## src/rtl/cdio_pkg.sv

```systemverilog
// Shared constants and types of the card deactivation and I/O steering block.
package cdio_pkg;

    // Default lengths of the four deactivation intervals, in device clock cycles.
    localparam int unsigned DEACT_T1_CYCLES = 32'd8;
    localparam int unsigned DEACT_T2_CYCLES = 32'd8;
    localparam int unsigned DEACT_T3_CYCLES = 32'd8;
    localparam int unsigned DEACT_T4_CYCLES = 32'd8;
    localparam int unsigned DEACT_CNT_WIDTH = 32'd16;

    // Number of host/card line pairs: data, auxiliary 1, auxiliary 2.
    localparam int unsigned LINE_PAIRS = 32'd3;

    // Values taken by the card-facing outputs and the interrupt line at reset.
    localparam logic RESET_CARD_RST  = 1'b0;
    localparam logic RESET_CARD_CLK  = 1'b0;
    localparam logic RESET_VCC_ON    = 1'b0;
    localparam logic RESET_RECEPTION = 1'b0;
    localparam logic RESET_IRQ_N     = 1'b0;

    typedef enum logic [2:0] {
        ST_IDLE,
        ST_SESSION,
        ST_DEACT_RST,
        ST_DEACT_CLK,
        ST_DEACT_IO,
        ST_DEACT_VCC
    } cdio_state_t;

    typedef enum logic [1:0] {
        DIR_NEUTRAL,
        DIR_HOST_IN,
        DIR_CARD_IN
    } cdio_dir_t;

endpackage

```

## src/rtl/cdio_line_pair.sv

```systemverilog
// Direction steering of one host/card line pair.
`timescale 1ns/100ps
module cdio_line_pair
    import cdio_pkg::*;
(
    input  wire logic clock,
    input  wire logic rst_core_n,
    input  wire logic reception_on,
    input  wire logic host_in,
    output logic      host_out,
    output logic      host_oe,
    input  wire logic card_in,
    output logic      card_out,
    output logic      card_oe
);

    logic [1:0] host_sync_q;
    logic [1:0] card_sync_q;
    logic       host_prev_q;
    logic       card_prev_q;
    cdio_dir_t  dir_q;
    cdio_dir_t  dir_d;
    logic       host_out_d;
    logic       host_oe_d;
    logic       card_out_d;
    logic       card_oe_d;

    // Both pins come from outside the clock domain; edges are seen on the second stage only.
    always_ff @(posedge clock or negedge rst_core_n) begin
        if (!rst_core_n) begin
            host_sync_q <= 2'h3;
            card_sync_q <= 2'h3;
            host_prev_q <= 1'b1;
            card_prev_q <= 1'b1;
        end else begin
            host_sync_q <= {host_sync_q[0], host_in};
            card_sync_q <= {card_sync_q[0], card_in};
            host_prev_q <= host_sync_q[1];
            card_prev_q <= card_sync_q[1];
        end
    end

    always_comb begin
        dir_d      = dir_q;
        host_out_d = 1'b1;
        host_oe_d  = 1'b0;
        card_out_d = 1'b1;
        card_oe_d  = 1'b0;
        if (!reception_on) begin
            // Card line held low outside reception, host line left high.
            dir_d      = DIR_NEUTRAL;
            card_out_d = 1'b0;
            card_oe_d  = 1'b1;
        end else begin
            unique case (dir_q)
                DIR_NEUTRAL: begin
                    // A simultaneous fall on both sides favours the host.
                    if (host_prev_q && !host_sync_q[1]) begin
                        dir_d = DIR_HOST_IN;
                    end else if (card_prev_q && !card_sync_q[1]) begin
                        dir_d = DIR_CARD_IN;
                    end
                end
                DIR_HOST_IN: begin
                    card_out_d = host_sync_q[1];
                    card_oe_d  = 1'b1;
                    if (!host_prev_q && host_sync_q[1]) begin
                        dir_d = DIR_NEUTRAL;
                    end
                end
                DIR_CARD_IN: begin
                    host_out_d = card_sync_q[1];
                    host_oe_d  = 1'b1;
                    if (!card_prev_q && card_sync_q[1]) begin
                        dir_d = DIR_NEUTRAL;
                    end
                end
                default: begin
                    dir_d = DIR_NEUTRAL;
                end
            endcase
        end
    end

    always_ff @(posedge clock or negedge rst_core_n) begin
        if (!rst_core_n) begin
            dir_q    <= DIR_NEUTRAL;
            host_out <= 1'b1;
            host_oe  <= 1'b0;
            card_out <= 1'b0;
            card_oe  <= 1'b1;
        end else begin
            dir_q    <= dir_d;
            host_out <= host_out_d;
            host_oe  <= host_oe_d;
            card_out <= card_out_d;
            card_oe  <= card_oe_d;
        end
    end

endmodule

```

## src/rtl/cdio_top.sv

```systemverilog
// Card deactivation sequencer, interrupt line and host/card line steering.
`timescale 1ns/100ps
// How it works
// - Host raising the session command starts card deactivation.
// - Any fault or card removal during a session starts deactivation automatically.
// - First interval after the trigger ends with card reset driven low.
// - Second interval ends with the card clock forced low.
// - Third interval ends reception and drives the card data line low.
// - Fourth interval ends with card supply switched off; it then discharges.
// - Outside a session, with the session command high, the interrupt line shows card presence.
// - Outside a session faults neither touch the interrupt nor deactivate.
// - In a session removal or any fault pulls the interrupt line low.
// - Interrupt falls in the same cycle a fault or removal launches deactivation.
// - Card data and auxiliary lines low after reset, high under reception.
// - Host data and auxiliary lines stay high after reset.
// - First line falling in a pair becomes input, the other output.
// - Rising edge on the input line returns the pair to neutral.
// - Session command acts on edges only; falling edge requests activation.
module cdio_top
    import cdio_pkg::*;
#(
    parameter int unsigned T1_CYCLES = DEACT_T1_CYCLES,
    parameter int unsigned T2_CYCLES = DEACT_T2_CYCLES,
    parameter int unsigned T3_CYCLES = DEACT_T3_CYCLES,
    parameter int unsigned T4_CYCLES = DEACT_T4_CYCLES,
    parameter int unsigned CNT_W     = DEACT_CNT_WIDTH
) (
    input  wire logic clock,
    input  wire logic rst_n,
    input  wire logic session_command_n,
    input  wire logic card_detect_input,
    input  wire logic overcurrent_fault,
    input  wire logic overtemp_fault,
    input  wire logic vdd_fault,
    input  wire logic vcc_fault,
    input  wire logic host_card_reset_request,
    input  wire logic act_reception_on,
    input  wire logic act_clock_on,
    input  wire logic act_reset_allow,
    output logic      session_active,
    output logic      irq_n,
    output logic      card_reset_out,
    output logic      card_clock_enable,
    output logic      card_vcc_enable,
    output logic      reception_on,
    input  wire logic host_data_line_in,
    output logic      host_data_line_out,
    output logic      host_data_line_oe,
    input  wire logic host_aux_line_1_in,
    output logic      host_aux_line_1_out,
    output logic      host_aux_line_1_oe,
    input  wire logic host_aux_line_2_in,
    output logic      host_aux_line_2_out,
    output logic      host_aux_line_2_oe,
    input  wire logic card_data_line_in,
    output logic      card_data_line_out,
    output logic      card_data_line_oe,
    input  wire logic card_aux_line_1_in,
    output logic      card_aux_line_1_out,
    output logic      card_aux_line_1_oe,
    input  wire logic card_aux_line_2_in,
    output logic      card_aux_line_2_out,
    output logic      card_aux_line_2_oe
);

    localparam int unsigned CNT_MAX = (32'd1 << CNT_W) - 32'd1;

    // Zero-length intervals would collapse two steps into one edge, so they are refused.
    if (CNT_W < 2 || CNT_W > 31) begin : g_bad_width
        $error("cdio_top: CNT_W out of range");
    end
    if (T1_CYCLES < 1 || T2_CYCLES < 1 || T3_CYCLES < 1 || T4_CYCLES < 1 ||
        T1_CYCLES > CNT_MAX || T2_CYCLES > CNT_MAX ||
        T3_CYCLES > CNT_MAX || T4_CYCLES > CNT_MAX) begin : g_bad_interval
        $error("cdio_top: deactivation interval out of range");
    end

    localparam logic [CNT_W-1:0] T1_LOAD = CNT_W'(T1_CYCLES - 32'd1);
    localparam logic [CNT_W-1:0] T2_LOAD = CNT_W'(T2_CYCLES - 32'd1);
    localparam logic [CNT_W-1:0] T3_LOAD = CNT_W'(T3_CYCLES - 32'd1);
    localparam logic [CNT_W-1:0] T4_LOAD = CNT_W'(T4_CYCLES - 32'd1);

    logic             rst_meta_q;
    logic             rst_core_n;
    logic [6:0]       pin_meta_q;
    logic [6:0]       pin_sync_q;
    logic             cmd_prev_q;
    logic             cmd_s;
    logic             present_s;
    logic             fault_s;
    logic             rst_req_s;
    logic             cmd_fall;
    logic             cmd_rise;
    logic             trigger;
    cdio_state_t      state_q;
    cdio_state_t      state_d;
    logic [CNT_W-1:0] cnt_q;
    logic [CNT_W-1:0] cnt_d;
    logic             fault_hold_q;
    logic             fault_hold_d;
    logic             irq_n_d;
    logic             card_rst_d;
    logic             card_clk_d;
    logic             vcc_d;
    logic             recep_d;
    logic [2:0]       host_in_v;
    logic [2:0]       host_out_v;
    logic [2:0]       host_oe_v;
    logic [2:0]       card_in_v;
    logic [2:0]       card_out_v;
    logic [2:0]       card_oe_v;

    // Reset is applied at once but released on the second rising clock edge, in step with the clock.
    always_ff @(posedge clock or negedge rst_n) begin
        if (!rst_n) begin
            rst_meta_q <= 1'b0;
            rst_core_n <= 1'b0;
        end else begin
            rst_meta_q <= 1'b1;
            rst_core_n <= rst_meta_q;
        end
    end

    // Pins from the host and the supervisors pass two flip-flops before use.
    always_ff @(posedge clock or negedge rst_core_n) begin
        if (!rst_core_n) begin
            pin_meta_q <= 7'h01;
            pin_sync_q <= 7'h01;
            cmd_prev_q <= 1'b1;
        end else begin
            pin_meta_q <= {host_card_reset_request, vcc_fault, vdd_fault, overtemp_fault,
                           overcurrent_fault, card_detect_input, session_command_n};
            pin_sync_q <= pin_meta_q;
            cmd_prev_q <= pin_sync_q[0];
        end
    end

    assign cmd_s     = pin_sync_q[0];
    assign present_s = pin_sync_q[1];
    assign fault_s   = |pin_sync_q[5:2] | ~present_s;
    assign rst_req_s = pin_sync_q[6];
    // Only edges of the session command count; reset loads it high, so a low level held through reset counts as a fall.
    assign cmd_fall  = cmd_prev_q & ~cmd_s;
    assign cmd_rise  = ~cmd_prev_q & cmd_s;
    assign trigger   = cmd_rise | fault_s;

    always_comb begin
        state_d      = state_q;
        cnt_d        = cnt_q;
        fault_hold_d = fault_hold_q;
        card_rst_d   = card_reset_out;
        card_clk_d   = card_clock_enable;
        vcc_d        = card_vcc_enable;
        recep_d      = reception_on;
        unique case (state_q)
            ST_IDLE: begin
                // Faults here are ignored: no deactivation and no effect on the interrupt.
                card_rst_d = 1'b0;
                card_clk_d = 1'b0;
                vcc_d      = 1'b0;
                recep_d    = 1'b0;
                if (cmd_s) begin
                    fault_hold_d = 1'b0;
                end
                if (cmd_fall && present_s) begin
                    state_d = ST_SESSION;
                    vcc_d   = 1'b1;
                end
            end
            ST_SESSION: begin
                card_rst_d = act_reset_allow & rst_req_s;
                card_clk_d = act_clock_on;
                recep_d    = act_reception_on;
                if (trigger) begin
                    // Same decision launches the sequence and, for a fault or removal, drops the interrupt.
                    state_d      = ST_DEACT_RST;
                    cnt_d        = T1_LOAD;
                    fault_hold_d = fault_s;
                end
            end
            ST_DEACT_RST: begin
                cnt_d = cnt_q - 1'b1;
                if (cnt_q == '0) begin
                    card_rst_d = 1'b0;
                    state_d    = ST_DEACT_CLK;
                    cnt_d      = T2_LOAD;
                end
            end
            ST_DEACT_CLK: begin
                cnt_d = cnt_q - 1'b1;
                if (cnt_q == '0) begin
                    card_clk_d = 1'b0;
                    state_d    = ST_DEACT_IO;
                    cnt_d      = T3_LOAD;
                end
            end
            ST_DEACT_IO: begin
                cnt_d = cnt_q - 1'b1;
                if (cnt_q == '0) begin
                    recep_d = 1'b0;
                    state_d = ST_DEACT_VCC;
                    cnt_d   = T4_LOAD;
                end
            end
            ST_DEACT_VCC: begin
                cnt_d = cnt_q - 1'b1;
                if (cnt_q == '0) begin
                    // Supply discharge afterwards is analog and not timed here.
                    vcc_d   = 1'b0;
                    state_d = ST_IDLE;
                    cnt_d   = '0;
                end
            end
            default: begin
                state_d = ST_IDLE;
            end
        endcase
        // A fault latched in the session keeps the line low until the host ends it.
        if (fault_hold_d) begin
            irq_n_d = 1'b0;
        end else if (state_d == ST_IDLE && cmd_s) begin
            irq_n_d = present_s;
        end else begin
            irq_n_d = irq_n;
        end
    end

    always_ff @(posedge clock or negedge rst_core_n) begin
        if (!rst_core_n) begin
            state_q           <= ST_IDLE;
            cnt_q             <= '0;
            fault_hold_q      <= 1'b0;
            irq_n             <= RESET_IRQ_N;
            card_reset_out    <= RESET_CARD_RST;
            card_clock_enable <= RESET_CARD_CLK;
            card_vcc_enable   <= RESET_VCC_ON;
            reception_on      <= RESET_RECEPTION;
        end else begin
            state_q           <= state_d;
            cnt_q             <= cnt_d;
            fault_hold_q      <= fault_hold_d;
            irq_n             <= irq_n_d;
            card_reset_out    <= card_rst_d;
            card_clock_enable <= card_clk_d;
            card_vcc_enable   <= vcc_d;
            reception_on      <= recep_d;
        end
    end

    assign session_active = (state_q != ST_IDLE);

    assign host_in_v = {host_aux_line_2_in, host_aux_line_1_in, host_data_line_in};
    assign card_in_v = {card_aux_line_2_in, card_aux_line_1_in, card_data_line_in};

    // Each pair steers independently; all share the reception state of the sequencer.
    for (genvar i = 0; i < LINE_PAIRS; i++) begin : g_pair
        cdio_line_pair u_pair (
            .clock        (clock),
            .rst_core_n   (rst_core_n),
            .reception_on (reception_on),
            .host_in      (host_in_v[i]),
            .host_out     (host_out_v[i]),
            .host_oe      (host_oe_v[i]),
            .card_in      (card_in_v[i]),
            .card_out     (card_out_v[i]),
            .card_oe      (card_oe_v[i])
        );
    end

    assign host_data_line_out  = host_out_v[0];
    assign host_data_line_oe   = host_oe_v[0];
    assign host_aux_line_1_out = host_out_v[1];
    assign host_aux_line_1_oe  = host_oe_v[1];
    assign host_aux_line_2_out = host_out_v[2];
    assign host_aux_line_2_oe  = host_oe_v[2];
    assign card_data_line_out  = card_out_v[0];
    assign card_data_line_oe   = card_oe_v[0];
    assign card_aux_line_1_out = card_out_v[1];
    assign card_aux_line_1_oe  = card_oe_v[1];
    assign card_aux_line_2_out = card_out_v[2];
    assign card_aux_line_2_oe  = card_oe_v[2];

endmodule

```

## config.mk

```make
export PLATFORM = sky130hd
export DESIGN_NAME = cdio_top
export DESIGN_NICKNAME = d
export VERILOG_FILES = /design/src/rtl/cdio_pkg.sv /design/src/rtl/cdio_line_pair.sv /design/src/rtl/cdio_top.sv
export SDC_FILE = /design/constraint.sdc
export NUM_CORES = 1
export LEC_CHECK = 0
export ABC_AREA = 1
export BUFFER_PORTS_ARGS = -buffer_cell sky130_fd_sc_hd__buf_4
export CAP_MARGIN = 0
export CELL_PAD_IN_SITES_DETAIL_PLACEMENT = 1
export CELL_PAD_IN_SITES_GLOBAL_PLACEMENT = 2
export CORE_ASPECT_RATIO = 1.25
export CORE_MARGIN = 8
export CORE_UTILIZATION = 39
export CTS_BUF_LIST = sky130_fd_sc_hd__clkbuf_4
export DETAILED_ROUTE_END_ITERATION = 8
export GPL_TIMING_DRIVEN = 0
export PLACE_DENSITY_LB_ADDON = 0.1
export SLEW_MARGIN = 25
export SYNTH_ARGS = -nofsm -noshare
export SYNTH_HDL_FRONTEND = slang
export SYNTH_SLANG_ARGS = --single-unit
```

## constraint.sdc

```tcl
create_clock -name clock -period 2.8 [get_ports clock]
set_input_delay 0.14 -clock clock [delete_from_list [all_inputs] [get_ports clock]]
set_output_delay 0.14 -clock clock [all_outputs]
set_load 0.01 [all_outputs]
```

==> reports/qor.yml <==
run_status:
  status: "finished, final reports clean"
clock_network:
  cts_buffers: 9
  clk_latency_ns: 0.42
  cts_htree_levels: 3
  clk_path_buf_depth: 2
  cts_tree: "built"
  cts_sinks: 78
  clk_pin_slew_ns: 0.13
  root_buffer: "clkbuf_4"
  post_cts_buffers: 0
route:
  vias_per_cell: 4.87
  num_vias: 2336
  post-route-drc-count: 0
  wl_per_cell_um: 14.5
  wl_um: 6950
  drtIter0Drc: 98
  drt-pass1-iter-count: 4
  ant_nets: 0
worst_setup_path:
  worst-path-stages: 11
  crit_end: "irq_n"
  reg2reg_from: "cnt_q[0]"
  crit_arrival_ns: 2.15
  r2r_cells: 11
  cp_max_fo: 6
  path_class: "reg -> reg"
  cp_slowest_cell: "dfrtp_1"
  startpoint: "cnt_q[0]"
  rr_endpoint: "irq_n"
  end_kind: "register"
  cp.required_ns: 3.13
  crit_top_cell: "nand2_1"
  cp-start-kind: "register"
  cp_top_family: "simple AND/OR/NAND/NOR gates"
  critPathMaxStageDelay_ns: 0.41
  reg2reg_slack_ns: 0.98
  critPathBufInv: 1
  crit_path_cell_trace: "inv_1, ha_1, nand3_1, nor2_1, nand2_1, a21oi_1, nand2_1, nor2_2, nand2_1, nand3_1, nand2_1"
logic_synthesis:
  synth.distinct_cells: 36
  synth_seq_cells: 78
  yosys.area.top_type: "dfrtp_1"
  synth_top_area_share_pct: 39.8
  synth.cell_area_mm2: 0.00321
  postSynthAreaPerCell_um2: 10.3
  syn_nets: 333
  yosys-top-cells-area: "dfrtp_1 (40%), dfstp_2 (22%), nand2_1 (5.0%)"
  ys_warn_count: 0
  synth-seq-area-share_pct: 61.8
  netlist_instances: 313
hold_path:
  hp-class: "reg -> async"
layout:
  num-nets-final: 398
  seqCellArea_mm2: 0.00199
  fillers: 920
  antenna_cells: 0
  finish.utilization_pct: 49.2
  multiInputGateArea_mm2: 0.00103
  fin_area_mm2: 0.00399
  layout-drive-gt1-share_pct: 27.2
  area_growth_syn_to_layout_pct: 24.1
sta:
  skew_ns: 0.0195
  hold_ws_ns: 0.290
  setup_violations: 0
  fmax_mhz: 550
  finalMaxSlewViolations: 0
  fin_tns_setup_ns: 0
  hold_violations: 0
  post-route-period-util_pct: 65.0
  finalCriticalPeriod_ns: 1.82
  rsz0062_at_grt: "false"
grt:
  grt_start_max_net_pins: 46
  grt_pass1_vias: 2601
  antenna_found_initial: 0
  grt_overflow: 0
  grt_util_all_layers_pct: 13.2
  grt_first_pass_wirelength_um: 12400
die:
  io_pins: 36
  die_y_um: 117
  die_area_mm2: 0.0114
  start_util_pct: 39.6
  rows: 37
  core_mm2: 0.00810
  dieWidth_um: 97.2
place:
  port-buffer-count: 35
  place.gp.congestion: 0.774
  placed_area_mm2: 0.00363
  hpwl_um: 5070
power:
  ir_worst_vdd_v: 0.000440
  power_density_mw_per_mm2: 891
  p_leak_nw: 1.88
  power_mw: 3.55
flow_run:
  cap_viol_max_count: 0
## worst min-delay path by stage
stage	startpoint	endpoint	cells past startpoint	slack (ns)
6_report	rst_core_n	state_q[1]	0	0.29
2_1_floorplan	rst_n	rst_core_n	0	-0.16
5_1_grt	host_card_reset_request	pin_meta_q[6]	2	0.32
3_5_place_dp	rst_n	rst_core_n	1	-0.07
4_1_cts	rst_core_n	pin_sync_q[6]	0	0.31
3_3_place_gp	rst_n	rst_meta_q	1	-0.08
## routing by layer
| metal | routed length [um] | global-route usage [%] | vias to the layer above |
|---|---|---|---|
| li1 | - | - | 1155 |
| met1 | 3100 | 15.2 | 1140 |
| met2 | 3490 | 22.3 | 33 |
| met3 | 263 | 4.23 | 8 |
| met4 | 96 | 4.92 | 0 |
| met5 | 0 | 0 | - |
## flip-flops by register name (all words and copies together), names as in the netlist
| name | count |
|---|---|
| g_pair.u_pair.card_out | 3 |
| g_pair.u_pair.host_oe | 3 |
| rst_core_n | 1 |
| g_pair.u_pair.host_sync_q | 6 |
| pin_meta_q | 7 |
| g_pair.u_pair.card_oe | 3 |
| g_pair.u_pair.card_sync_q | 6 |
| card_vcc_enable | 1 |
| state_q | 3 |
| irq_n | 1 |
| card_reset_out | 1 |
| cmd_prev_q | 1 |
| g_pair.u_pair.host_prev_q | 3 |
| card_clock_enable | 1 |
| rst_meta_q | 1 |
| pin_sync_q | 7 |
| g_pair.u_pair.host_out | 3 |
| g_pair.u_pair.dir_q | 6 |
| g_pair.u_pair.card_prev_q | 3 |
| reception_on | 1 |
| cnt_q | 16 |
| fault_hold_q | 1 |
## layout make-up
cell class / count / share of cell area (%)
Inverter: 45 / 4.30
Timing Repair Buffer: 54 / 11.8
Multi-Input combinational cell: 187 / 25.8
Clock inverter: 7 / 2.79
Buffer: 3 / 0.659
Tap cell: 97 / 3.05
Clock buffer: 9 / 1.70
Sequential cell: 78 / 49.9
## layout by cell type, fill, tap and decap left out, drive strengths merged
master,n
a21boi,1
a21oi,15
a32o,4
and3,1
buf,38
bufinv,3
clkbuf,10
clkinv,3
conb,1
dfrtp,51
dfstp,27
dlygate4sd3,18
ha,2
inv,46
nand2,45
nand3,24
nand3b,1
nand4,5
nor2,39
nor3,15
nor3b,6
o211ai,4
o21ai,16
o21bai,2
o31ai,1
o41ai,1
or2,3
xor2,1
## cell usage after synthesis
cell and instances:
o21ai_1 4, nand4_1 5, a21boi_0 1, xor2_1 1
a21oi_1 14, buf_6 2, nor2_2 4, o21ai_0 11
dfrtp_1 51, clkbuf_1 1, nand2_1 43, nor2_1 34
o21bai_1 2, o21ai_4 1, nor3_2 2, or2_1 2
conb_1 1, nand3_1 23, nor3_1 13, nor3b_2 6
inv_2 4, o31ai_1 1, o41ai_1 1, a21oi_4 1
or2_2 1, inv_1 40, nand3_4 1, ha_1 2
a32o_1 4, o211ai_1 4, nor2_8 1, nand3b_1 1
nand2_2 2, and3_1 1, dfstp_2 27, inv_4 1
## timing repair
action,4_1_cts,5_1_grt
gates resized for setup,0,0
hold buffers,18,0
hold endpoints to repair,18,0
## worst reg2reg max path: stages (launching register included)
cell and delay, ns:
dfrtp_1 0.41, inv_1 0.12, ha_1 0.19, nand3_1 0.08, nor2_1 0.16, nand2_1 0.18, a21oi_1 0.17, nand2_1 0.10
nor2_2 0.13, nand2_1 0.07, nand3_1 0.07, nand2_1 0.06
## cells by family (layout without fill, tap and decap cells)
family / Yosys count / count (layout) / synth area share (%)
simple gates: 139 / 139 / 21.9
flops: 78 / 78 / 61.8
buf+inv: 48 / 118 / 6.16
compound gates: 44 / 44 / 8.92
fa+ha+maj: 2 / 2 / 0.779
other cells: 1 / 1 / 0.117
xor+xnor: 1 / 1 / 0.273
## power by group
part           internal, mW  switching (mW)  leakage [nW]  total, mW
logic                 0.469           0.779         0.839       1.25
registers              1.33           0.125         0.945       1.46
clock network         0.448           0.395        0.0954      0.844
## through the flow
step           cells  setup WS [ns]
6_report         480          0.980
2_1_floorplan    313          0.514
3_3_place_gp     445         -0.349
4_1_cts          480          0.940
5_1_grt          480          0.768
3_5_place_dp     446          0.957
(Power assumes the default switching activity.)
